==> src/rtl/ctk_defs.vh <==
// constants for the capacitive touch scan controller
`ifndef CTK_DEFS_VH
`define CTK_DEFS_VH

// ==========================================================
// register byte offsets
`define CTK_OFS_START 8'h00
`define CTK_OFS_CFG1 8'h04
`define CTK_OFS_CFG2 8'h08
`define CTK_OFS_ADDR 8'h0C
`define CTK_OFS_INT 8'h10
`define CTK_OFS_ANA 8'h14
`define CTK_OFS_SEL_LO 8'h18
`define CTK_OFS_SEL_HI 8'h1C
`define CTK_OFS_PULL 8'h20
`define CTK_OFS_RESULT 8'h24
`define CTK_OFS_MODCLK 8'h28
`define CTK_OFS_ANASW 8'h2C

// ==========================================================
// reset values
`define CTK_RST_CFG2 7'h70
`define CTK_RST_ANA 6'h2F
`define CTK_RST_PULL 9'h100
`define CTK_RST_ANASW 5'h07

// ==========================================================
// field positions
`define CTK_BIT_START 0
`define CTK_BIT_SW_GATE 6
`define CTK_BIT_PARALLEL 6
`define CTK_BIT_INT_EN 0
`define CTK_BIT_INT_FLAG 1
`define CTK_BIT_INT_CLR 2
`define CTK_BIT_CLKEN 19
`define CTK_BIT_PD 1
`define CTK_BIT_PRECH 1
`define CTK_BIT_DISCH 0
`define CTK_SEL_LO_RSVD 16

// ==========================================================
// divider and count clock figures
`define CTK_DIV_OFFSET 8'h04
`define CTK_PRS_NORMAL 6'h3E
`define CTK_PRS_EVEN 6'h3F
`define CTK_PRS_BASE 8'h09
`define CTK_CNT_P24M 8'h02
`define CTK_CNT_P12M 8'h04
`define CTK_CNT_P6M 8'h08
`define CTK_CNT_P4M 8'h0C
`define CTK_COUNTER_WIDTH_SELECT_BASE 9

// ==========================================================
// timing: times in microseconds, counts derived at 50 MHz
`define CTK_CLK_MHZ 50
`define CTK_PRECH_SHORT_US 20
`define CTK_PRECH_LONG_US 40
`define CTK_DISCH_SHORT_US 2
`define CTK_DISCH_LONG_US 10
// counts sized to the 11-bit phase timer: microseconds times 50
`define CTK_PRECH_SHORT_CYC 11'd1000
`define CTK_PRECH_LONG_CYC 11'd2000
`define CTK_DISCH_SHORT_CYC 11'd100
`define CTK_DISCH_LONG_CYC 11'd500

`endif

==> src/rtl/ctk_ticker.v <==
// programmable pulse divider: one pulse every period cycles
`timescale 1ns/1ns
`default_nettype none
module ctk_ticker #(
  parameter W = 8
) (
  input wire clk,
  input wire srst,
  input wire run,
  input wire [W-1:0] period,
  output wire tick
);
  reg [W-1:0] cnt_q;

  // ==========================================================
  // down counter, reloaded on each pulse
  assign tick = run && (cnt_q <= {{(W-1){1'b0}}, 1'b1});
  always @(posedge clk)
  begin
    if (srst || !run || tick)
      cnt_q <= period; // reload keeps the spacing exact
    else
      cnt_q <= cnt_q - {{(W-1){1'b0}}, 1'b1};
  end
endmodule
`default_nettype wire

==> src/rtl/ctk_scan_ctrl.v <==
// capacitive touch scan controller with avalon-mm register slave
//
// Behaviour
// - scans can run only while clock enable bit 19 is set; off by default
// - front end powered down while power-down bit 1 of analog switch is set
// - start bit rising launches one scan; hardware clears it on finish
// - writing start 0 during a scan terminates it at once
// - configuration bit 6 stops the front-end switch clock when set
// - divider codes 0..61 give switch clock 50MHz/2/(code+4)
// - codes 62 and 63 give pseudo-random 1..3 MHz, normal or even spread
// - resolution field 6:4 sets counter width nine plus field value
// - count-clock field 3:2 selects 24, 12, 6 or 4 MHz counting
// - second config bit 1 selects 20 or 40 us pre-charge
// - second config bit 0 selects 2 or 10 us initial discharge
// - address bit 6 selects multi-channel parallel sensing
// - channel field 5:0 picks sense channel 0 to 59
// - writing 1 to interrupt config bit 2 clears done flag
// - status bit 1 reads 1 once a scan has completed
// - interrupt config bit 0 enables the completion interrupt
// - resistor field 5:3 takes 010 or 011, other codes reserved
// - threshold field 2:0 selects one of eight reference levels
// - low pin-select bits assign channels 0..31; bit 16 reserved
// - high pin-select bits 27:0 assign channels 32..59
// - pull-up current field 8:0 drives source switches, reset 0x100
// - result field 15:0 holds count of most recent scan
// - result is stored before the completion flag rises
// - abort returns internal scan control to reset state
`timescale 1ns/1ns
`default_nettype none
`include "ctk_defs.vh"
module ctk_scan_ctrl #(
  parameter NCH = 60
) (
  input wire clk,
  input wire srst,
  input wire [7:0] avs_address,
  input wire avs_read,
  input wire avs_write,
  input wire [31:0] avs_writedata,
  input wire [3:0] avs_byteenable,
  output reg [31:0] avs_readdata,
  output wire avs_waitrequest,
  input wire [NCH-1:0] sense_cmp,
  output reg front_end_switch_clock,
  output wire touch_power_down,
  output wire [2:0] series_resistor_select,
  output wire [2:0] threshold_level_select,
  output wire [8:0] pullup_current_field,
  output wire [NCH-1:0] sensor_pin_enable,
  output wire [5:0] sense_channel,
  output wire parallel_enable,
  output reg discharge_active,
  output reg precharge_active,
  output reg scan_busy,
  output wire irq
);
  localparam ST_IDLE = 3'd0;
  localparam ST_DISCH = 3'd1;
  localparam ST_PRECH = 3'd2;
  localparam ST_COUNT = 3'd3;
  localparam ST_STORE = 3'd4;
  localparam ST_FLAG = 3'd5;

  // software-visible state
  reg start_q;
  reg [6:0] cfg1_q;
  reg [6:0] cfg2_q;
  reg [6:0] addr_q;
  reg int_en_q;
  reg done_q;
  reg [5:0] ana_q;
  reg [31:0] sel_lo_q;
  reg [27:0] sel_hi_q;
  reg [8:0] pull_q;
  reg [15:0] result_q;
  reg clken_q;
  reg [4:0] anasw_q;

  // scan control state
  reg [2:0] st_q;
  reg [2:0] st_d;
  reg [10:0] tmr_q;
  reg [15:0] win_q;
  reg [15:0] evt_q;
  reg cmp_prev_q;
  reg [15:0] lfsr_q;
  reg ack_q;

  wire req;
  wire wr_en;
  wire rd_cap;
  wire [31:0] wmask;
  wire [31:0] wd;
  wire run_ok;
  wire start_wr;
  wire launch;
  wire abort;
  wire [5:0] div_code;
  wire sw_tick;
  wire cnt_tick;
  wire [3:0] nib_sum_lo;
  wire [4:0] nib_sum;
  reg [7:0] half_period;
  reg [7:0] cnt_period;
  wire [15:0] win_last;
  wire cmp_sel;
  wire cmp_rise;
  wire [10:0] prech_cyc;
  wire [10:0] disch_cyc;
  reg [31:0] rd_mux;

  // ==========================================================
  // avalon slave: one wait cycle, then the answer
  assign req = avs_read || avs_write;
  assign avs_waitrequest = req && !ack_q;
  assign wr_en = avs_write && ack_q;
  assign rd_cap = avs_read && !ack_q;
  assign wmask = {{8{avs_byteenable[3]}}, {8{avs_byteenable[2]}},
                  {8{avs_byteenable[1]}}, {8{avs_byteenable[0]}}};
  assign wd = avs_writedata & wmask;

  // ack toggles so back-to-back requests each get a wait cycle
  always @(posedge clk)
  begin
    if (srst)
      ack_q <= 1'b0;
    else
      ack_q <= req && !ack_q;
  end

  // read data captured in the wait cycle, stands at the answer edge
  always @(posedge clk)
  begin
    if (srst)
      avs_readdata <= 32'h00000000;
    else if (rd_cap)
      avs_readdata <= rd_mux;
  end

  // ==========================================================
  // read mux: reserved bits and unmapped offsets read zero
  always @*
  begin
    rd_mux = 32'h00000000;
    case (avs_address)
      `CTK_OFS_START: rd_mux = {31'h00000000, start_q};
      `CTK_OFS_CFG1: rd_mux = {25'h0000000, cfg1_q};
      `CTK_OFS_CFG2: rd_mux = {25'h0000000, cfg2_q};
      `CTK_OFS_ADDR: rd_mux = {25'h0000000, addr_q};
      // clear bit is write-only and reads zero
      `CTK_OFS_INT: rd_mux = {29'h00000000, 1'b0, done_q, int_en_q};
      `CTK_OFS_ANA: rd_mux = {26'h0000000, ana_q};
      `CTK_OFS_SEL_LO: rd_mux = sel_lo_q;
      `CTK_OFS_SEL_HI: rd_mux = {4'h0, sel_hi_q};
      `CTK_OFS_PULL: rd_mux = {23'h000000, pull_q};
      `CTK_OFS_RESULT: rd_mux = {16'h0000, result_q};
      `CTK_OFS_MODCLK: rd_mux = {12'h000, clken_q, 19'h00000};
      `CTK_OFS_ANASW: rd_mux = {27'h0000000, anasw_q};
      default: rd_mux = 32'h00000000;
    endcase
  end

  // ==========================================================
  // configuration registers with byte-lane writes
  always @(posedge clk)
  begin
    if (srst)
    begin
      cfg1_q <= 7'h00;
      cfg2_q <= `CTK_RST_CFG2;
      addr_q <= 7'h00;
      int_en_q <= 1'b0;
      ana_q <= `CTK_RST_ANA;
      sel_lo_q <= 32'h00000000;
      sel_hi_q <= 28'h0000000;
      pull_q <= `CTK_RST_PULL;
      clken_q <= 1'b0;
      anasw_q <= `CTK_RST_ANASW;
    end
    else if (wr_en)
    begin
      case (avs_address)
        `CTK_OFS_CFG1: cfg1_q <= (cfg1_q & ~wmask[6:0]) | wd[6:0];
        `CTK_OFS_CFG2: cfg2_q <= (cfg2_q & ~wmask[6:0]) | wd[6:0];
        `CTK_OFS_ADDR: addr_q <= (addr_q & ~wmask[6:0]) | wd[6:0];
        `CTK_OFS_INT:
        begin
          if (avs_byteenable[0])
            int_en_q <= avs_writedata[`CTK_BIT_INT_EN];
        end
        `CTK_OFS_ANA: ana_q <= (ana_q & ~wmask[5:0]) | wd[5:0];
        // bit 16 of the low select stays zero
        `CTK_OFS_SEL_LO:
          sel_lo_q <= ((sel_lo_q & ~wmask) | wd) & 32'hFFFEFFFF;
        `CTK_OFS_SEL_HI:
          sel_hi_q <= (sel_hi_q & ~wmask[27:0]) | wd[27:0];
        `CTK_OFS_PULL: pull_q <= (pull_q & ~wmask[8:0]) | wd[8:0];
        `CTK_OFS_MODCLK:
        begin
          if (avs_byteenable[2])
            clken_q <= avs_writedata[`CTK_BIT_CLKEN];
        end
        `CTK_OFS_ANASW: anasw_q <= (anasw_q & ~wmask[4:0]) | wd[4:0];
        default: clken_q <= clken_q;
      endcase
    end
  end

  // ==========================================================
  // analog and pad control outputs
  assign touch_power_down = anasw_q[`CTK_BIT_PD];
  assign series_resistor_select = ana_q[5:3];
  assign threshold_level_select = ana_q[2:0];
  assign pullup_current_field = pull_q;
  assign sensor_pin_enable = {sel_hi_q, sel_lo_q};
  assign sense_channel = addr_q[5:0];
  assign parallel_enable = addr_q[`CTK_BIT_PARALLEL];
  assign irq = done_q && int_en_q;

  // ==========================================================
  // start, abort and module gating
  // a disabled or powered-down module cannot scan at all
  assign run_ok = clken_q && !anasw_q[`CTK_BIT_PD];
  assign start_wr = wr_en && (avs_address == `CTK_OFS_START) &&
                    avs_byteenable[0];
  assign launch = start_wr && avs_writedata[`CTK_BIT_START] &&
                  !start_q && run_ok;
  assign abort = (start_wr && !avs_writedata[`CTK_BIT_START]) ||
                 !run_ok;

  // start bit: set by software, cleared by hardware with the flag
  always @(posedge clk)
  begin
    if (srst)
      start_q <= 1'b0;
    else if (abort)
      start_q <= 1'b0;
    else if (launch)
      start_q <= 1'b1;
    else if (st_q == ST_FLAG)
      start_q <= 1'b0;
  end

  // done flag: hardware set wins over a same-cycle software clear
  always @(posedge clk)
  begin
    if (srst)
      done_q <= 1'b0;
    else if (st_q == ST_FLAG)
      done_q <= 1'b1;
    else if (wr_en && (avs_address == `CTK_OFS_INT) &&
             avs_byteenable[0] && avs_writedata[`CTK_BIT_INT_CLR])
      done_q <= 1'b0;
  end

  // ==========================================================
  // front-end switch clock: fixed divider or pseudo-random spread
  assign div_code = cfg1_q[5:0];
  assign nib_sum = {1'b0, lfsr_q[3:0]} + {1'b0, lfsr_q[7:4]};
  assign nib_sum_lo = nib_sum[4:1];

  // half period in system cycles; fixed codes count at the 50 MHz system clock
  always @*
  begin
    half_period = {2'b00, div_code} + `CTK_DIV_OFFSET;
    if (div_code == `CTK_PRS_NORMAL)
      half_period = `CTK_PRS_BASE + {4'h0, nib_sum_lo};
    else if (div_code == `CTK_PRS_EVEN)
      half_period = `CTK_PRS_BASE + {4'h0, lfsr_q[3:0]};
  end

  ctk_ticker #(
    .W(8)
  ) u_sw_tick (
    .clk(clk),
    .srst(srst),
    .run(scan_busy && !cfg1_q[`CTK_BIT_SW_GATE]),
    .period(half_period),
    .tick(sw_tick)
  );

  // lfsr steps once per half period so each edge picks a new spacing
  always @(posedge clk)
  begin
    if (srst)
      lfsr_q <= 16'hACE1;
    else if (sw_tick)
      lfsr_q <= {lfsr_q[14:0],
                 lfsr_q[15] ^ lfsr_q[13] ^ lfsr_q[12] ^ lfsr_q[10]};
  end

  // switch clock is held low when gated or idle
  always @(posedge clk)
  begin
    if (srst || !scan_busy || cfg1_q[`CTK_BIT_SW_GATE])
      front_end_switch_clock <= 1'b0;
    else if (sw_tick)
      front_end_switch_clock <= !front_end_switch_clock;
  end

  // ==========================================================
  // count clock enable; 4 MHz rounds to 12 cycles at 50 MHz
  always @*
  begin
    case (cfg2_q[3:2])
      2'b00: cnt_period = `CTK_CNT_P24M;
      2'b01: cnt_period = `CTK_CNT_P12M;
      2'b10: cnt_period = `CTK_CNT_P6M;
      default: cnt_period = `CTK_CNT_P4M;
    endcase
  end

  ctk_ticker #(
    .W(8)
  ) u_cnt_tick (
    .clk(clk),
    .srst(srst),
    .run(st_q == ST_COUNT),
    .period(cnt_period),
    .tick(cnt_tick)
  );

  // ==========================================================
  // scan sequencing
  assign prech_cyc = cfg2_q[`CTK_BIT_PRECH] ? `CTK_PRECH_LONG_CYC :
                     `CTK_PRECH_SHORT_CYC;
  assign disch_cyc = cfg2_q[`CTK_BIT_DISCH] ? `CTK_DISCH_LONG_CYC :
                     `CTK_DISCH_SHORT_CYC;
  // window length is 2^(9+counter_width_select) count ticks
  assign win_last = 16'hFFFF >> (3'd7 - cfg2_q[6:4]);
  // parallel mode listens on every enabled pad
  assign cmp_sel = parallel_enable ? |(sense_cmp & sensor_pin_enable) :
                   sense_cmp[sense_channel];
  assign cmp_rise = cmp_sel && !cmp_prev_q;

  always @*
  begin
    st_d = st_q;
    case (st_q)
      ST_IDLE: if (launch) st_d = ST_DISCH;
      ST_DISCH: if (tmr_q == disch_cyc - 11'd1) st_d = ST_PRECH;
      ST_PRECH: if (tmr_q == prech_cyc - 11'd1) st_d = ST_COUNT;
      ST_COUNT: if (cnt_tick && win_q == win_last) st_d = ST_STORE;
      ST_STORE: st_d = ST_FLAG;
      ST_FLAG: st_d = ST_IDLE;
      default: st_d = ST_IDLE;
    endcase
    if (abort)
      st_d = ST_IDLE;
  end

  // state, phase timer, window and event counters
  always @(posedge clk)
  begin
    if (srst)
    begin
      st_q <= ST_IDLE;
      tmr_q <= 11'd0;
      win_q <= 16'h0000;
      evt_q <= 16'h0000;
      cmp_prev_q <= 1'b0;
    end
    else
    begin
      st_q <= st_d;
      cmp_prev_q <= cmp_sel;
      if (st_d != st_q || abort)
        tmr_q <= 11'd0;
      else
        tmr_q <= tmr_q + 11'd1;
      if (st_q != ST_COUNT || abort)
      begin
        win_q <= 16'h0000;
        evt_q <= 16'h0000;
      end
      else
      begin
        if (cnt_tick)
          win_q <= win_q + 16'h0001;
        if (cmp_rise && evt_q != 16'hFFFF)
          evt_q <= evt_q + 16'h0001;
      end
    end
  end

  // result lands one cycle before the done flag rises
  always @(posedge clk)
  begin
    if (srst)
      result_q <= 16'h0000;
    else if (st_q == ST_STORE)
      result_q <= evt_q;
  end

  // ==========================================================
  // phase outputs to the analog front end
  always @(posedge clk)
  begin
    if (srst)
    begin
      discharge_active <= 1'b0;
      precharge_active <= 1'b0;
      scan_busy <= 1'b0;
    end
    else
    begin
      discharge_active <= (st_d == ST_DISCH);
      precharge_active <= (st_d == ST_PRECH);
      scan_busy <= (st_d != ST_IDLE);
    end
  end
endmodule
`default_nettype wire

==> config.mk <==
export PLATFORM = sky130hd
export DESIGN_NAME = ctk_scan_ctrl
export DESIGN_NICKNAME = d
export VERILOG_FILES = /design/src/rtl/ctk_ticker.v /design/src/rtl/ctk_scan_ctrl.v
export VERILOG_INCLUDE_DIRS = /design/src /design/src/rtl
export SDC_FILE = /design/constraint.sdc
export NUM_CORES = 1
export LEC_CHECK = 0
export ABC_AREA = 1
export BUFFER_PORTS_ARGS = -buffer_cell sky130_fd_sc_hd__buf_2
export CAP_MARGIN = 20
export CORE_ASPECT_RATIO = 1.5
export CORE_MARGIN = 3
export CORE_UTILIZATION = 40
export CTS_BUF_LIST = sky130_fd_sc_hd__clkbuf_16
export DETAILED_ROUTE_END_ITERATION = 10
export PLACE_DENSITY = 0.68
export SYNTH_ARGS = -nofsm -noshare
export SYNTH_HDL_FRONTEND = slang
export SYNTH_SLANG_ARGS = --single-unit
==> constraint.sdc <==
create_clock -name clk -period 5.2 [get_ports clk]
set_input_delay 0.26 -clock clk [delete_from_list [all_inputs] [get_ports clk]]
set_output_delay 0.26 -clock clk [all_outputs]
set_load 0.005 [all_outputs]
---- After elaboration in Yosys (flattened, before gate mapping) ----
Index checks and enable logic that the tools add are counted.
word-level totals
  bits in registers ....................... 236
  input port bits ......................... 108
  word-level logic and storage cells ...... 180
  output and inout port bits .............. 121
operators by class
  eq/ne operators ......................... 28
  bitwise gates (word level) .............. 27
  mux-type cells .......................... 21
  magnitude comparators ................... 3
  reduce and logical (&&, ||, !) cells .... 61
  add/subtract/negate cells ............... 12
  shift-type cells ........................ 1
operators with widths
  cell                     number
  $pmux W32 S12            1
  $and A32 B32 Y32         2
  $and A60 B60 Y60         1
  $reduce_or A60 Y1        1
  $add A16 B1 Y16 const B  2
  $eq A8 B5 Y1 const B     4
  $eq A8 B6 Y1 const B     4
  $not A32 Y32             1
  $or A32 B32 Y32          1
  $and A28 B28 Y28         1
  $not A28 Y28             1
  $or A28 B28 Y28          1
  $eq A11 B11 Y1           2
  $and A7 B7 Y7            3
  $or A7 B7 Y7             3
  $logic_and A1 B1 Y1      20
  $eq A16 B16 Y1           1
  $eq A8 B4 Y1 const B     2
  $le A8 B1 Y1 const B     2
  $mux W8                  2
  $ne A16 B16 Y1 const B   1
  $reduce_and A2 Y1        8
  $shr A16 B3 Y16 const A  1
  $sub A8 B1 Y8 const B    2
  45 further kinds         86

---- Depth between registers and ports, before layout ----
  depth after elaboration ................. 12
  depth in mapped cells ................... 16
  gate-level depth less buffers ........... 14

---- By module ----
From an unflattened synthesis, not the netlist that was laid out.
second synthesis, totals
  cell total of the unflattened synthesis .. 1,722
  area, all modules ....................... 11,820.1 µm²
modules (own cells, without submodules)
  module                   area each (µm²)  cells each  instances  sequential area each (µm²)
  ctk_scan_ctrl            10,777.8         1,574       1          4,404.2
  ctk_ticker (u_cnt_tick)  525.5            74          1          160.2
  ctk_ticker (u_sw_tick)   516.7            74          1          160.2

---- Least setup slack after synthesis ----
Ideal clock, no wire load.
  kind .................................... register to register
  from .................................... register u_cnt_tick.cnt_q[0]
  to ...................................... register win_q[13]
  period minus slack after synthesis ...... 1.850 ns
  cell stages (with the launch flop) ...... 13
  required time ........................... 5.083 ns
  setup slack ............................. 3.350 ns
  path buffers ............................ 0
  library setup time ...................... 0.117 ns
  arrival ................................. 1.733 ns
  cells stage by stage .................... dfxtp_1 inv_1 ha_1 o21ai_0 nor2_2 nand2_4 inv_2 nand4_2 nor2_2 nand2_1 nor3b_1 xor2_1 nor2_1
between the ends
  longest elaborated chain between the ends .. 2
RTL lines
  item                    line                 text
  start, declared         ctk_ticker.v:13      reg [W-1:0] cnt_q;
  start signal, assigned  ctk_ticker.v:21      cnt_q <= period;
  start signal, assigned  ctk_ticker.v:23      cnt_q <= cnt_q - {{(W-1){1'b0}}, 1'b1};
  $le A8 B1 Y1            ctk_ticker.v:17      assign tick = run && (cnt_q <= {{(W-1){1'b0}}, 1'b1});
  $logic_and A1 B1 Y1     ctk_ticker.v:17
  end signal, assigned    ctk_scan_ctrl.v:379  win_q <= win_q + 16'h0001;
  end, declared           ctk_scan_ctrl.v:83   reg [15:0] win_q;
No other way between the ends.
A chain may end at the register's enable or synchronous reset.

==> impl_metrics.tcl <==
set metrics [dict create \
    synth_cell_type_count 48 \
    clock_path_buffers 3 \
    synth_area_um2 11400 \
    yosysWarnings 0 \
    worst_clock_skew_ps 12.2 \
    cts-root-buf "clkbuf_16" \
    syn_inst 1645 \
    slew_headroom_pct 35.3 \
    leakagePower_nw 5.89 \
    tritoncts "built" \
    overflow 0 \
    r2r_setup_slack_ps 2350 \
    final_util_pct 48.2 \
    status "completed" \
    fmax_mhz 342 \
    drt_iter0_markers 856 \
    endpoint_kind "flop" \
    setup_viol 0 \
    crit_type "primary input to flop" \
    hold_end "ack_q$_SDFF_PP0_" \
    cts.clk_slew.worst_paths_ps 60 \
    gp_congestion 0.980 \
    reg2reg_to "evt_q[2]$_SDFFE_PP0P_" \
    setup_tns_ps 0 \
    fin_nets 1972 \
    syn2layout_area_growth_pct 18.4 \
    antenna_found_initial 1 \
    crit_path_start_kind "primary input" \
    worst_ir_drop_vdd_v 0.000186 \
    powerDensity_nw_per_um2 262 \
    die_area_um2 30700 \
    min_path_type "primary input to flop" \
    worstSkewPairLatency_ps 520 \
    synth_edf_count 0 \
    pin_count 229 \
    vias_per_cell 5.42 \
    synth_top_area_cell "dfxtp_1" \
    synth_top_area_share_pct 41.4 \
    port_buffers 227 \
    die_h_um 213 \
    initial_core_util_pct 40.7 \
    synth_flop_cell "dfxtp_1" \
    antenna_left 0 \
    synth-seq-area-share_pct 41.4 \
    slew_violations 0 \
    finalHoldViolations 0 \
    worstHoldStart "avs_read" \
    die_width_um 144 \
    n_fill_cell 2867 \
    routedWlPerCell_um 18.2 \
    async_flop_share_pct 0 \
    tightest_slew_ps 970 \
    via_count 12000 \
    htree_levels 1 \
    rr_worst_depth 13 \
    post-cts-setup-buffers 0 \
    crit_required_ps 5590 \
    core-area_um2 28100 \
    first_pass_iters 6 \
    num_antenna_cells 0 \
    drv_cap 0 \
    cts_buffers 23 \
    grt_start_max_net_pins 101 \
    postCtsHoldBufs 12 \
    yosys_register_bits 236 \
    grt_pass1_wl_mm 61.0 \
    whs_path_depth 3 \
    routed_wl_mm 40.3 \
    cts_sinks 236 \
    dp_hpwl_mm 30.6 \
    period_minus_slack_ps 2920 \
    grt_pass1_vias 11400 \
    route.detailed.drc 0 \
    crit_fanout 19 \
    drive_gt1_share_pct 15.6 \
    cts_resized 0 \
    finalCritPeriodShare_pct 56.2 \
    syn_area_per_cell_um2 6.94 \
    synth_nets 1767 \
    ys_top_cells_by_area "dfxtp_1, nand2_1, a21oi_1, inv_1, o21ai_0" \
    rsz0062_at_grt "false" \
    critPathArrivalTime_ps 3310 \
    rows 75 \
    grt_use_total_pct 25.3 \
]
## stage by stage
step	power [mW]	hold WS, ps	setup slack, ps	instances	area (um2)
after floorplan	1.92	390	3350	1645	11400
after global placement	2.01	428	1910	2159	12700
after detailed placement	2.01	443	1860	2159	12700
after CTS	3.56	11.0	2370	2211	13500
after global routing	3.64	23.7	2090	2211	13500
final	3.54	26.9	2280	2211	13500
## worst max-delay path by stage
stage                        endpoint  cells past startpoint  slack (ps)                           start
2_1_floorplan  win_q[13]$_SDFFE_PP0P_                     12        3350  u_cnt_tick.cnt_q[0]$_SDFF_PN0_
3_3_place_gp                     flop                      9        1910                  avs_address[0]
3_5_place_dp                     flop                      9        1860                  avs_address[0]
4_1_cts           tmr_q[1]$_SDFF_PP0_                     10        2370              st_q[2]$_SDFF_PP0_
5_1_grt           tmr_q[0]$_SDFF_PP0_                     10        2090              st_q[2]$_SDFF_PP0_
6_report                         flop                      9        2280                  avs_address[0]
## power breakdown
part / total [mW] / leakage, nW / switching, mW / internal, mW
logic: 0.168 / 3.63 / 0.112 / 0.0557
registers: 1.81 / 1.90 / 0.00132 / 1.81
clock network: 1.56 / 0.361 / 0.716 / 0.848
## layout by cell type, fill, tap and decap left out, types with 2 or more instances in the layout
cell type	Yosys	routed
nand2_1	342	342
dfxtp_1	236	236
buf_2	10	227
inv_1	196	202
nor2_1	174	173
a21oi_1	165	165
o21ai_0	146	146
nand3_1	110	110
nor3_1	26	26
xor2_1	23	23
clkbuf_16	0	23
o211ai_1	21	21
o22ai_1	20	20
nand4_1	16	16
xnor2_1	15	15
ha_1	13	13
a221oi_1	12	12
dlygate4sd3_1	0	12
nor2_2	6	7
inv_2	6	7
nor4_1	6	6
nor3b_1	6	6
clkinv_1	2	6
buf_4	4	6
clkinv_2	0	5
a31oi_1	4	4
or2_2	4	4
a22o_1	4	4
o31ai_1	3	3
a211oi_1	3	3
nor3_2	2	2
o221ai_1	2	2
and3_1	2	2
## kinds of logic after synthesis
family,Yosys count,share of synthesized area (%)
XOR/XNOR,38,2.91
flip-flops,236,41.4
AO/OA/AOI/OAI,384,18.4
buffers and inverters,270,9.47
other,1,0.0328
adder cells (fa/ha/maj),14,1.60
AND/OR/NAND/NOR,702,26.3
## critical path: stages
cell and delay [ps]:
buf_2 100, inv_1 40, nand2_1 90, nor3_1 510, nand2_1 720, inv_1 760
nand2_1 460, o21ai_0 290, a21oi_1 60
## metal layers
layer / global-route usage, % / vias up / share of wire, %
li1: - / 5824 / -
met1: 30.1 / 5498 / 39
met2: 44.2 / 548 / 48
met3: 3.63 / 109 / 7.9
met4: 12.2 / 2 / 5.3
met5: 0 / - / 0.032
## layout make-up
type / instances / area (um2) / share of cell area, %
Inverter: 205 / 772 / 5.71
Multi-Input combinational cell: 1139 / 5620 / 41.5
Clock buffer: 23 / 576 / 4.26
Clock inverter: 17 / 96.3 / 0.713
Timing Repair Buffer: 245 / 1300 / 9.63
Tap cell: 346 / 433 / 3.20
Sequential cell: 236 / 4720 / 34.9
## Yosys cell counts, types with 2 or more instances
library cell,count
xor2_1,23
a211oi_1,3
o211ai_1,21
nor2_2,6
buf_4,4
o31ai_1,3
nand3_1,110
nor3_1,26
o22ai_1,20
dfxtp_1,236
nor4_1,6
and3_1,2
clkinv_1,2
ha_1,13
a22o_1,4
clkbuf_1,45
nor3b_1,6
nand2_1,342
inv_1,196
xnor2_1,15
nor3_2,2
buf_2,10
a21oi_1,165
o221ai_1,2
a31oi_1,4
inv_2,6
or2_2,4
nand4_1,16
buf_6,5
a221oi_1,12
nor2_1,174
o21ai_0,146
(Power assumes the default switching activity.)
